[src/design/pmcs_map.svh]
// Register offsets, field positions, reset values and command codes.
`ifndef PMCS_MAP_SVH
`define PMCS_MAP_SVH
// Register offsets on the plain register port
`define PMCS_OFS_STAT 8'h58
`define PMCS_OFS_HADR 8'h59
`define PMCS_OFS_HCNT 8'h5A
`define PMCS_OFS_CTL 8'h5D
`define PMCS_OFS_ADR 8'h5E
`define PMCS_OFS_LIM 8'h5F
// Match control field positions
`define PMCS_CTL_EN 0
`define PMCS_SIZE_HI 7
`define PMCS_SIZE_LO 4
`define PMCS_RNW 8
`define PMCS_MID_HI 11
`define PMCS_MID_LO 9
`define PMCS_SRC 12
`define PMCS_LMID_HI 15
`define PMCS_LMID_LO 14
`define PMCS_SSZ_HI 17
`define PMCS_SSZ_LO 16
`define PMCS_EN_SIZE 25
`define PMCS_EN_RNW 26
`define PMCS_EN_MID 27
`define PMCS_EN_SRC 28
`define PMCS_EN_LMID 29
`define PMCS_EN_SSZ 30
`define PMCS_EN_ADDR 31
// Reset values
`define PMCS_CTL_RST 32'h0
`define PMCS_ADR_RST 32'h0
`define PMCS_LIM_RST 2'h2
// Bus size codes issued with each command
`define PMCS_SZ_SINGLE 4'h0
`define PMCS_SZ_LINE4 4'h1
`define PMCS_SZ_LINE8 4'h2
`define PMCS_SZ_QBURST 4'hC
// Byte counts and alignment masks
`define PMCS_QW_BYTES 13'h010
`define PMCS_LINE_BYTES 13'h020
`define PMCS_BURST_MIN 13'h020
`define PMCS_QW_MASK 36'hFFFFFFFF0
`define PMCS_LINE_MASK 36'hFFFFFFFE0
`define PMCS_MIN_QW 5'h02
`define PMCS_STAT_HIT 0
`endif

[src/design/pmcs_pkg.sv]
// Types shared by the master port command splitter and its matcher.
`default_nettype none
package pmcs_pkg;
  // Sequencer states
  typedef enum logic [1:0] {
    PMCS_ST_IDLE,
    PMCS_ST_PLAN,
    PMCS_ST_WAIT
  } pmcs_state_t;
  // Upstream request kinds
  typedef enum logic [1:0] {
    PMCS_K_SINGLE,
    PMCS_K_BURST,
    PMCS_K_LINE4,
    PMCS_K_LINE8
  } pmcs_kind_t;
  // Whole state of the port
  typedef struct packed {
    pmcs_state_t state;
    pmcs_kind_t kind;
    logic rnw;
    logic [2:0] mid;
    logic src;
    logic [1:0] lmid;
    logic [35:0] addr;
    logic [12:0] rem;
    logic [12:0] step;
    logic cmd_valid;
    logic [35:0] cmd_addr;
    logic [3:0] cmd_size;
    logic [15:0] cmd_be;
    logic [4:0] cmd_qw;
    logic [31:0] ctl;
    logic [31:0] adr;
    logic [1:0] lim;
    logic hit;
    logic [31:0] hit_addr;
    logic [31:0] hit_cnt;
    logic [31:0] rdata;
  } pmcs_regs_t;
endpackage
`default_nettype wire

[src/design/pmcs_port.sv]
// Wide bus master port: command splitter with a command match monitor.
//
// Design decision made here: the strobed register port.
`default_nettype none
`include "pmcs_map.svh"
// How it works
// - Capture matches only while enable bit set
// - Control holds size, direction, master compares
// - Source bit picks DMA or slave port
// - Compare logic master number and slave width
// - Each criterion gated by its own enable
// - Address register supplies low address word
// - Master is 128 bits wide, any slaves
// - Singles carry 1 to 16 unaligned bytes
// - Unaligned burst ends go out as singles
// - Bursts are 2 to 16 quadwords
// - Bursts split at the configured limit
// - Lines issued aligned, eight words long
// - Four-word lines become single transfers
// - Line reads rounded down to quadword
// - Line writes start at line's first word
// - Match outcome kept in status registers
module pmcs_port
  import pmcs_pkg::*;
(
  input wire logic i_core_clk, // Core clock, 100 MHz
  input wire logic i_rst_b, // Asynchronous reset, active low
  input wire logic [7:0] i_reg_addr, // Register offset
  input wire logic [31:0] i_reg_wdata, // Register write data
  input wire logic i_reg_wr, // Register write strobe
  input wire logic i_reg_rd, // Register read strobe
  output logic [31:0] o_reg_rdata, // Read data, cycle after strobe
  input wire logic i_req_valid, // Upstream request present
  output logic o_req_ready, // Port idle, request taken
  input wire logic [1:0] i_req_kind, // Single, burst, line4, line8
  input wire logic [35:0] i_req_addr, // Start byte address
  input wire logic [12:0] i_req_len, // Byte count, single/burst
  input wire logic i_req_rnw, // 1: read, 0: write
  input wire logic [2:0] i_req_mid, // Originating master number
  input wire logic i_req_from_slave_port, // 1: slave port, 0: DMA
  input wire logic [1:0] i_req_lmid, // External logic master
  output logic o_cmd_valid, // Bus request
  output logic [35:0] o_cmd_addr, // Bus address
  output logic [3:0] o_cmd_size, // Bus size code
  output logic o_cmd_rnw, // Bus direction
  output logic [15:0] o_cmd_be, // Byte enables of 128-bit lane
  output logic [4:0] o_cmd_qwords, // Burst length in quadwords
  input wire logic i_plb_addr_ack, // Slave took the address
  input wire logic [1:0] i_plb_ssize, // Slave width, with the ack
  output logic o_match_hit // Sticky match flag
);
  pmcs_regs_t q; // Registered state
  pmcs_regs_t n; // Next state
  logic [3:0] off; // Byte offset in the quadword
  logic [4:0] room; // Bytes left to quadword end
  logic [12:0] chunk; // Bytes of the next single
  logic [4:0] lim_qw; // Burst limit in quadwords
  logic [8:0] avail_qw; // Whole quadwords remaining
  logic [4:0] burst_qw; // Quadwords of the next burst
  logic [31:0] be_wide; // Byte mask before trimming
  logic issue; // Command taken this cycle
  logic hit_raw; // Matcher result
  logic capture; // Match to be recorded

  //////////////////////////////////////////////////////////////////////
  // Match monitor on the command being taken
  pmcs_matcher u_match (
    .i_ctl(q.ctl),
    .i_adr(q.adr),
    .i_size(q.cmd_size),
    .i_rnw(q.rnw),
    .i_mid(q.mid),
    .i_src(q.src),
    .i_lmid(q.lmid),
    .i_ssize(i_plb_ssize),
    .i_addr(q.cmd_addr[31:0]),
    .o_hit(hit_raw)
  );

  //////////////////////////////////////////////////////////////////////
  // Planning arithmetic for the next command
  always_comb begin
    off = q.addr[3:0];
    room = 5'h10 - {1'b0, off};
    // Head bytes up to the quadword edge, never past it
    chunk = (q.rem < {8'h0, room}) ? q.rem : {8'h0, room};
    lim_qw = `PMCS_MIN_QW << q.lim;
    avail_qw = q.rem[12:4];
    burst_qw = (avail_qw < {4'h0, lim_qw}) ?
      avail_qw[4:0] : lim_qw;
    // Mask of chunk bytes starting at the offset
    be_wide = ((32'h1 << chunk[4:0]) - 32'h1) << off;
    issue = q.cmd_valid && i_plb_addr_ack;
    // Matches are taken at the moment of issue only
    capture = issue && hit_raw && q.ctl[`PMCS_CTL_EN];
  end

  //////////////////////////////////////////////////////////////////////
  // Next state: registers, sequencer, match records
  always_comb begin
    n = q;
    n.rdata = 32'h0;
    // Register writes
    if (i_reg_wr) begin
      case (i_reg_addr)
        `PMCS_OFS_CTL: n.ctl = i_reg_wdata;
        `PMCS_OFS_ADR: n.adr = i_reg_wdata;
        `PMCS_OFS_LIM: n.lim = i_reg_wdata[1:0];
        `PMCS_OFS_STAT: begin
          // Write one to clear the sticky flag
          if (i_reg_wdata[`PMCS_STAT_HIT]) begin
            n.hit = 1'b0;
          end
        end
        `PMCS_OFS_HCNT: n.hit_cnt = 32'h0; // Any write clears
        default: ;
      endcase
    end
    // Register reads, unmapped offsets answer zero
    if (i_reg_rd) begin
      case (i_reg_addr)
        `PMCS_OFS_CTL: n.rdata = q.ctl;
        `PMCS_OFS_ADR: n.rdata = q.adr;
        `PMCS_OFS_LIM: n.rdata = {30'h0, q.lim};
        `PMCS_OFS_STAT: n.rdata = {31'h0, q.hit};
        `PMCS_OFS_HADR: n.rdata = q.hit_addr;
        `PMCS_OFS_HCNT: n.rdata = q.hit_cnt;
        default: n.rdata = 32'h0;
      endcase
    end
    // Record a match; the set wins over a clear in the same cycle
    if (capture) begin
      n.hit = 1'b1;
      n.hit_addr = q.cmd_addr[31:0];
      n.hit_cnt = q.hit_cnt + 32'h1;
    end
    // Command sequencer
    case (q.state)
      PMCS_ST_IDLE: begin
        if (i_req_valid) begin
          n.kind = pmcs_kind_t'(i_req_kind);
          n.rnw = i_req_rnw;
          n.mid = i_req_mid;
          n.src = i_req_from_slave_port;
          n.lmid = i_req_lmid;
          n.addr = i_req_addr;
          n.rem = i_req_len;
          n.state = PMCS_ST_PLAN;
          if (pmcs_kind_t'(i_req_kind) == PMCS_K_LINE4) begin
            // Short lines go out as one aligned quadword single
            n.addr = i_req_addr & `PMCS_QW_MASK;
            n.rem = `PMCS_QW_BYTES;
          end else if (pmcs_kind_t'(i_req_kind) == PMCS_K_LINE8) begin
            n.rem = `PMCS_LINE_BYTES;
          end
        end
      end
      PMCS_ST_PLAN: begin
        n.cmd_be = 16'hFFFF;
        n.cmd_qw = 5'h0;
        n.cmd_addr = q.addr;
        if (q.rem == 13'h0) begin
          // Empty request: nothing to issue
          n.state = PMCS_ST_IDLE;
        end else if (q.kind == PMCS_K_LINE8) begin
          n.cmd_size = `PMCS_SZ_LINE8;
          n.step = q.rem;
          if (q.rnw) begin
            // Read keeps the target quadword of the line
            n.cmd_addr = q.addr & `PMCS_QW_MASK;
          end else begin
            n.cmd_addr = q.addr & `PMCS_LINE_MASK;
          end
          n.cmd_valid = 1'b1;
          n.state = PMCS_ST_WAIT;
        end else if (q.kind == PMCS_K_BURST && off == 4'h0 &&
                     q.rem >= `PMCS_BURST_MIN) begin
          // Aligned middle part, at most the configured limit
          n.cmd_size = `PMCS_SZ_QBURST;
          n.cmd_qw = burst_qw;
          n.step = {4'h0, burst_qw, 4'h0};
          n.cmd_valid = 1'b1;
          n.state = PMCS_ST_WAIT;
        end else begin
          // Singles: requested, four-word lines and burst ends
          n.cmd_size = `PMCS_SZ_SINGLE;
          n.cmd_be = be_wide[15:0];
          n.step = chunk;
          n.cmd_valid = 1'b1;
          n.state = PMCS_ST_WAIT;
        end
      end
      PMCS_ST_WAIT: begin
        // Hold the command until the slave takes the address
        if (i_plb_addr_ack) begin
          n.cmd_valid = 1'b0;
          n.addr = q.addr + {23'h0, q.step};
          n.rem = q.rem - q.step;
          n.state = (q.rem == q.step) ? PMCS_ST_IDLE : PMCS_ST_PLAN;
        end
      end
      default: n.state = PMCS_ST_IDLE;
    endcase
  end

  //////////////////////////////////////////////////////////////////////
  // State register; constants only under reset
  always_ff @(posedge i_core_clk or negedge i_rst_b) begin
    if (!i_rst_b) begin
      q <= '0;
      q.state <= PMCS_ST_IDLE;
      q.kind <= PMCS_K_SINGLE;
      q.ctl <= `PMCS_CTL_RST;
      q.adr <= `PMCS_ADR_RST;
      q.lim <= `PMCS_LIM_RST;
    end else begin
      q <= n;
    end
  end

  //////////////////////////////////////////////////////////////////////
  // Outputs; ready is combinational, the rest from flip-flops
  always_comb begin
    o_req_ready = (q.state == PMCS_ST_IDLE);
    o_reg_rdata = q.rdata;
    o_cmd_valid = q.cmd_valid;
    o_cmd_addr = q.cmd_addr;
    o_cmd_size = q.cmd_size;
    o_cmd_rnw = q.rnw;
    o_cmd_be = q.cmd_be;
    o_cmd_qwords = q.cmd_qw;
    o_match_hit = q.hit;
  end
endmodule // pmcs_port
`default_nettype wire

[src/design/pmcs_matcher.sv]
// Compares one issued command against the programmed match criteria.
`default_nettype none
`include "pmcs_map.svh"
module pmcs_matcher
  import pmcs_pkg::*;
(
  input wire logic [31:0] i_ctl, // Match control word
  input wire logic [31:0] i_adr, // Low address word to compare
  input wire logic [3:0] i_size, // Issued size code
  input wire logic i_rnw, // Issued direction
  input wire logic [2:0] i_mid, // Originating master number
  input wire logic i_src, // 1: via slave port, 0: DMA
  input wire logic [1:0] i_lmid, // External logic master number
  input wire logic [1:0] i_ssize, // Slave width code from the bus
  input wire logic [31:0] i_addr, // Low 32 bits of issued address
  output logic o_hit // All enabled criteria equal
);
  logic ok_size; // Per-criterion results
  logic ok_rnw;
  logic ok_mid;
  logic ok_src;
  logic ok_lmid;
  logic ok_ssz;
  logic ok_addr;

  //////////////////////////////////////////////////////////////////////
  // A disabled criterion always passes
  always_comb begin
    ok_size = !i_ctl[`PMCS_EN_SIZE] ||
      (i_ctl[`PMCS_SIZE_HI:`PMCS_SIZE_LO] == i_size);
    ok_rnw = !i_ctl[`PMCS_EN_RNW] ||
      (i_ctl[`PMCS_RNW] == i_rnw);
    ok_mid = !i_ctl[`PMCS_EN_MID] ||
      (i_ctl[`PMCS_MID_HI:`PMCS_MID_LO] == i_mid);
    ok_src = !i_ctl[`PMCS_EN_SRC] ||
      (i_ctl[`PMCS_SRC] == i_src);
    ok_lmid = !i_ctl[`PMCS_EN_LMID] ||
      (i_ctl[`PMCS_LMID_HI:`PMCS_LMID_LO] == i_lmid);
    ok_ssz = !i_ctl[`PMCS_EN_SSZ] ||
      (i_ctl[`PMCS_SSZ_HI:`PMCS_SSZ_LO] == i_ssize);
    // Only the low word of the wide address takes part
    ok_addr = !i_ctl[`PMCS_EN_ADDR] || (i_adr == i_addr);
    o_hit = ok_size && ok_rnw && ok_mid && ok_src &&
      ok_lmid && ok_ssz && ok_addr;
  end
endmodule // pmcs_matcher
`default_nettype wire

[config.mk]
export PLATFORM = sky130hd
export DESIGN_NAME = pmcs_port
export DESIGN_NICKNAME = d
export VERILOG_FILES = /design/src/design/pmcs_pkg.sv /design/src/design/pmcs_port.sv /design/src/design/pmcs_matcher.sv
export VERILOG_INCLUDE_DIRS = /design/src /design/src/design
export SDC_FILE = /design/constraint.sdc
export NUM_CORES = 1
export LEC_CHECK = 0
export ABC_AREA = 1
export BUFFER_PORTS_ARGS = -buffer_cell sky130_fd_sc_hd__buf_2
export CELL_PAD_IN_SITES_DETAIL_PLACEMENT = 1
export CELL_PAD_IN_SITES_GLOBAL_PLACEMENT = 1
export CORE_MARGIN = 4
export CORE_UTILIZATION = 39
export DETAILED_ROUTE_END_ITERATION = 6
export PLACE_DENSITY = 0.82
export SYNTH_ARGS = -nofsm -noshare
export SYNTH_HDL_FRONTEND = slang
export SYNTH_HIERARCHICAL = 1
export SYNTH_SLANG_ARGS = --single-unit
[constraint.sdc]
create_clock -name i_core_clk -period 3.35 [get_ports i_core_clk]
set_clock_uncertainty 0.1 [all_clocks]
set_input_delay 0.67 -clock i_core_clk [delete_from_list [all_inputs] [get_ports i_core_clk]]
set_output_delay 0.67 -clock i_core_clk [all_outputs]
set_load 0.01 [all_outputs]
## Word-level counts from Yosys, hierarchy flattened

Index checks and enable logic that the tools add are counted.

| word-level totals | value |
|---|---|
| register bits after elaboration | 298 |
| input port bits | 106 |
| logic and storage cells | 132 |

| operators by class | value |
|---|---|
| $add $sub $neg | 5 |
| order comparisons | 3 |
| eq/ne operators | 23 |
| shifts and indexed selects | 3 |
| multiplexer cells | 32 |
| bitwise gates (word level) | 1 |
| reduce and logical (&&, ||, !) cells | 44 |

Operators with widths:

| operator | count |
|---|---|
| $pmux W32 S6 | 1 |
| $pmux W49 S2 | 1 |
| $mux W32 | 3 |
| $mux W65 | 1 |
| $mux W62 | 1 |
| $mux W60 | 1 |
| $mux W49 | 1 |
| $eq A8 B7 Y1 const B | 6 |
| $mux W13 | 3 |
| $add A36 B13 Y36 | 1 |
| $add A32 B1 Y32 const B | 1 |
| $eq A32 B32 Y1 | 1 |
| $shl A1 B5 Y32 const A | 1 |
| $shl A32 B4 Y16 | 1 |
| $sub A32 B1 Y32 const B | 1 |
| $mux W14 | 2 |
| $mux W21 | 1 |
| $mux W5 | 4 |
| $mux W16 | 1 |
| $reduce_and A2 Y1 | 7 |
| $eq A13 B13 Y1 | 1 |
| $ge A13 B6 Y1 const B | 1 |
| $logic_not A13 Y1 | 1 |
| $lt A13 B5 Y1 | 1 |
| other kinds (24) | 68 |

## Logic depth before layout (Yosys ltp)

| logic depth | value |
|---|---|
| word-level depth | 12 |
| gate-level depth with buffers | 30 |

## Modules after synthesis

Netlist, hierarchy kept.

By module, submodules not included:

| module | instances | cells each | area each (um^2) | sequential area each (um^2) |
|---|---|---|---|---|
| pmcs_port | 1 | 2048 | 16180.5 | 7408.4 |
| pmcs_matcher | 1 | 130 | 671.9 | 0.0 |

## Least setup slack after synthesis

No wires, ideal clock.

| timing | value |
|---|---|
| path kind | register to register |
| start point | reg q, in the netlist off[1] |
| end point | reg q, in the netlist o_cmd_be[10] |
| setup time | 77 ps |
| arrival time | 3501 ps |
| data required time | 3173 ps |
| setup slack | -329 ps |
| cell stages (with the launch flop) | 29 |
| buffers on the path | 3 |
| cells stage by stage | dfrtp_1 buf_4 inv_2 buf_6 buf_2 ha_1 nand2_1 nor2_1 inv_1 ha_1 nand2_1 inv_1 nand2_4 nand2_4 nand2_1 nand2_2 nand3_2 nor2_2 inv_1 ha_1 inv_1 nand3_1 nand3_1 o211ai_1 a21oi_1 nand2_1 nand2_1 inv_1 a21oi_1 |

| on the way | value |
|---|---|
| word-level cells in the longest chain between the ends | 9 |
| elaborated cells on any way between the ends | 12 |
| classes of those cells | add/sub (2); order compare (1); shift (2); mux (4); reduce/logical (3) |

RTL lines:

| what | line | source |
|---|---|---|
| start, declared | pmcs_port.sv:52 | `pmcs_regs_t q;` |
| start signal, assigned | pmcs_port.sv:217 | `q <= n;` |
| $sub A5 B4 Y5 | pmcs_port.sv:84 | `room = 5'h10 - {1'b0, off};` |
| $lt A13 B5 Y1 | pmcs_port.sv:86 | `chunk = (q.rem < {8'h0, room}) ? q.rem : {8'h0, room};` |
| $mux W13 | pmcs_port.sv:86 |  |
| $shl A1 B5 Y32 | pmcs_port.sv:92 | `be_wide = ((32'h1 << chunk[4:0]) - 32'h1) << off;` |
| $sub A32 B1 Y32 | pmcs_port.sv:92 |  |
| $shl A32 B4 Y16 | pmcs_port.sv:92 |  |
| $mux W16 (*) | pmcs_port.sv:176 | `end else if (q.kind == PMCS_K_BURST && off == 4'h0 &&` |
| $mux W21 (*) | pmcs_port.sv:165 | `end else if (q.kind == PMCS_K_LINE8) begin` |
| $mux W62 (*) | pmcs_port.sv:162 | `if (q.rem == 13'h0) begin` |

Every way passes the cells marked *; elsewhere a longest branch is shown, timed or not. The select of a mux whose other input is x is not followed.
A chain may end at the register's enable or synchronous reset.

## Worst setup path in the final report

| timing | value |
|---|---|
| start point | reg q[106] (netlist name) |
| end point | reg q[60] (netlist name) |

| on the way | value |
|---|---|
| word-level cells in the longest chain between the ends | 7 |
| elaborated cells on any way between the ends | 9 |
| classes of those cells | eq/ne (1); mux (1); reduce/logical (7) |

RTL lines:

| what | line | source |
|---|---|---|
| $eq A32 B32 Y1 (*) | pmcs_matcher.sv:42 | `` ok_addr = !i_ctl[`PMCS_EN_ADDR] \|\| (i_adr == i_addr); `` |
| $logic_or A1 B1 Y1 (*) | pmcs_matcher.sv:42 |  |
| $logic_and A1 B1 Y1 (*) | pmcs_matcher.sv:44 | `ok_lmid && ok_ssz && ok_addr;` |
| named net hit_raw | pmcs_port.sv:62 | `logic hit_raw;` |
| $logic_and A1 B1 Y1 (*) (2 in a row) | pmcs_port.sv:95 | `` capture = issue && hit_raw && q.ctl[`PMCS_CTL_EN]; `` |
| $reduce_bool A2 Y1 (no line) | -- |  |
| $reduce_and A2 Y1 (no line) | -- |  |

Mark *: on every way through the listed nets, which the timed path passes. The rest lies on a longest branch.

==> results.json <==
{
  "status": "finished with violations",
  "violations": "negative setup slack",
  "cts_tree": "yes",
  "netlist_top_cells_area": "dfrtp_1, nand2_1, o21ai_0, inv_1, buf_4",
  "power.total_uw": 20600,
  "critPathTopFamily": "simple AND/OR/NAND/NOR gates",
  "dieArea_mm2": 0.0466,
  "dr_total_vias": 16700,
  "cts-root-buf": "clkbuf_16",
  "cp-start-kind": "register",
  "crit_path_frequent_cell": "nor2_4",
  "clk_pin_slew_ns": 0.06,
  "synth_common_cells": "nand2_1, dfrtp_1, inv_1",
  "slowest_delay_ns": 0.41,
  "relSlewSlack_pct": 44.8,
  "detail_route.iter0.violations": 1168,
  "cts_sinks": 296,
  "drtAntennaViolNets": 0,
  "grt_pass1_vias": 17800,
  "max_freq_ghz": 0.262,
  "cts_buffers": 37,
  "synth_cell_types": 57,
  "num_rows": 75,
  "max_cap_viol_count": 0,
  "core_area_mm2": 0.0423,
  "port_buffers": 201,
  "cp_max_fo": 3,
  "syn_inst": 2178,
  "cp_slowest_cell": "dfrtp_1",
  "fin_ws_ns": -0.469,
  "gp_congestion": 0.916,
  "io_pins": 203,
  "htreeDepth": 2,
  "synth_ff_type": "dfrtp_1",
  "crit_type": "reg -> reg",
  "cp_data_arrival_time_ns": 4.20,
  "ir_worst_vdd_mv": 0.640,
  "avgSynthCellArea_um2": 7.74,
  "drc": 0,
  "place.detailed.hpwl_mm": 44.7,
  "synth-edff-count": 0,
  "post_dp_cell_area_mm2": 0.0187,
  "grt_pass1_wl_mm": 98.2,
  "final.min_clock_period_ns": 3.82,
  "power.density_mw_per_mm2": 973,
  "grt_max_degree": 75,
  "hold_viol_final": 0,
  "drive_gt1_share_pct": 26.1,
  "hold_path.class": "in -> reg",
  "fin_hold_ws_ns": 0.221,
  "ys_seq_area_share_pct": 44.0,
  "setup_tns_ns": -4.23,
  "slew_violations": 0,
  "synth.most_common_cell": "nand2_1",
  "totalWireLength_mm": 65.0,
  "design_area_mm2": 0.0211,
  "rsz0062_at_grt": "true",
  "grt_antenna_before_repair": 0,
  "grt_use_total_pct": 26.3,
  "grt_remaining_overflow": 0,
  "chipHeight_um": 216,
  "clock_path_buffers": 3,
  "async_flop_share_pct": 100,
  "ys_seq_elements": 296,
  "p_leak_uw": 0.0102,
  "worst_pin_slew_ns": 0.820,
  "final_nets": 2589,
  "setup_viol_count_final": 16,
  "path_buf_inv": 1,
  "area_growth_syn_to_layout_pct": 25.5,
  "syn_area_mm2": 0.0169,
  "initial_core_util_pct": 39.8,
  "clk_latency_ns": 0.56,
  "yosysWarnings": 6,
  "place_ws_ns": -0.289,
  "antennaDiodeCount": 0,
  "cp.required_ns": 3.73,
  "fillers": 5179,
  "via_per_inst": 5.46,
  "yosys.area.top_type": "dfrtp_1",
  "critPathCaptureType": "register",
  "drt-wirelength-per-cell_um": 21.3,
  "die_x_um": 216,
  "synth_top_cell_area_share_pct": 43.8,
  "firstDrtPassIters": 7,
  "timing.final.crit_share_pct": 114
}
-- sequential cells by signal, indices dropped and copies added (netlist names) --
signal and cells:
o_cmd_addr 36, o_cmd_qwords 5, o_cmd_size 2, avail_qw 9, off 4, o_match_hit 1
q 189, o_reg_rdata 32, o_cmd_be 16, o_cmd_valid 1, o_cmd_rnw 1
-- worst paths after layout --
kind	start	end	slack [ns]	cells past startpoint
setup / recovery	q[106]	q[60]	-0.47	27
hold / removal	i_req_mid[2]	q[292]	0.22	3
setup reg to reg	q[106]	q[60]	-0.47	27
hold reg to reg	q[62]	q[62]	0.38	1
max in group asynchronous	i_rst_b	avail_qw[8]	1.76	3
min in group asynchronous	i_rst_b	o_reg_rdata[6]	0.55	2
-- cells in the final DEF (no fill, tap or decap), types with 10 or more instances in the layout --
cell / n
nand2_1: 505
dfrtp_1: 295
inv_1: 212
buf_2: 200
o21ai_0: 187
buf_4: 172
nor2_1: 142
nand3_1: 103
a21oi_1: 85
nand2_2: 42
xnor2_1: 40
clkbuf_16: 38
a31oi_1: 37
a221oi_1: 32
ha_1: 30
nand3_2: 26
o22ai_1: 24
inv_2: 21
nand4_1: 20
nor2_4: 20
buf_6: 20
a21oi_2: 19
o211ai_1: 18
nor3_1: 16
nor2_2: 13
clkbuf_1: 13
xor2_1: 11
nor4_1: 10
nand3_4: 10
-- cell families (layout without fill, tap and decap cells) --
| logic type | after synthesis | in the layout | share of synthesized area, % |
|---|---|---|---|
| fa+ha+maj | 36 | 36 | 2.76 |
| mux | 4 | 4 | 0.238 |
| xor+xnor | 52 | 52 | 2.70 |
| buf+inv | 420 | 712 | 11.5 |
| other cells | 1 | 2 | 0.0223 |
| simple gates | 927 | 929 | 23.7 |
| flops | 296 | 296 | 44.0 |
| compound gates | 442 | 442 | 15.1 |
-- layer usage --
layer,vias to the layer above,wire [um],global-route usage (%)
met1,8295,26300,32.2
li1,7624,-,-
met5,-,0,0
met2,556,32300,45.5
met4,0,2940,11.3
met3,181,3570,4.75
-- metrics by stage --
step / utilization [%] / std cells
2_1_floorplan: - / 2179
3_3_place_gp: 44.3 / 2911
3_5_place_dp: 44.3 / 2911
4_1_cts: 48.0 / 3017
5_1_grt: 50.0 / 3050
6_report: 50.0 / 3050
-- worst min-delay path, delay by kind of cell --
kind / cells / cell delay [ns]
AND/OR/NAND/NOR: 2 / 0.09
buffers and inverters: 1 / 0.08
-- cell type report --
cell class              count  area [um^2]  share of cell area (%)
clock buffers              56         1070                    5.05
clock inverters             9          149                   0.704
inverters                 246          940                    4.44
multi-input cells        1465         8180                    38.7
flip-flops and latches    296         7410                    35.0
well taps                 577          722                    3.41
repair buffers            401         2680                    12.7
-- where the power goes --
group / total (uW) / internal (uW) / switching (uW)
Clock: 4080 / 2440 / 1640
Combinational: 11000 / 4120 / 6890
Sequential: 5480 / 4580 / 899
Total: 20600 / 11200 / 9430
-- repair_timing --
action / CTS / global route
endpoints found under the hold margin: 56 / 0
pin swaps: 13 / 57
setup buffers: 40 / 43
hold buffers: 1 / 0
gates resized for setup: 20 / 138
gates cloned: 0 / 2
setup endpoints to repair: 17 / 52
No activity file was read; power rests on OpenSTA's default activity.
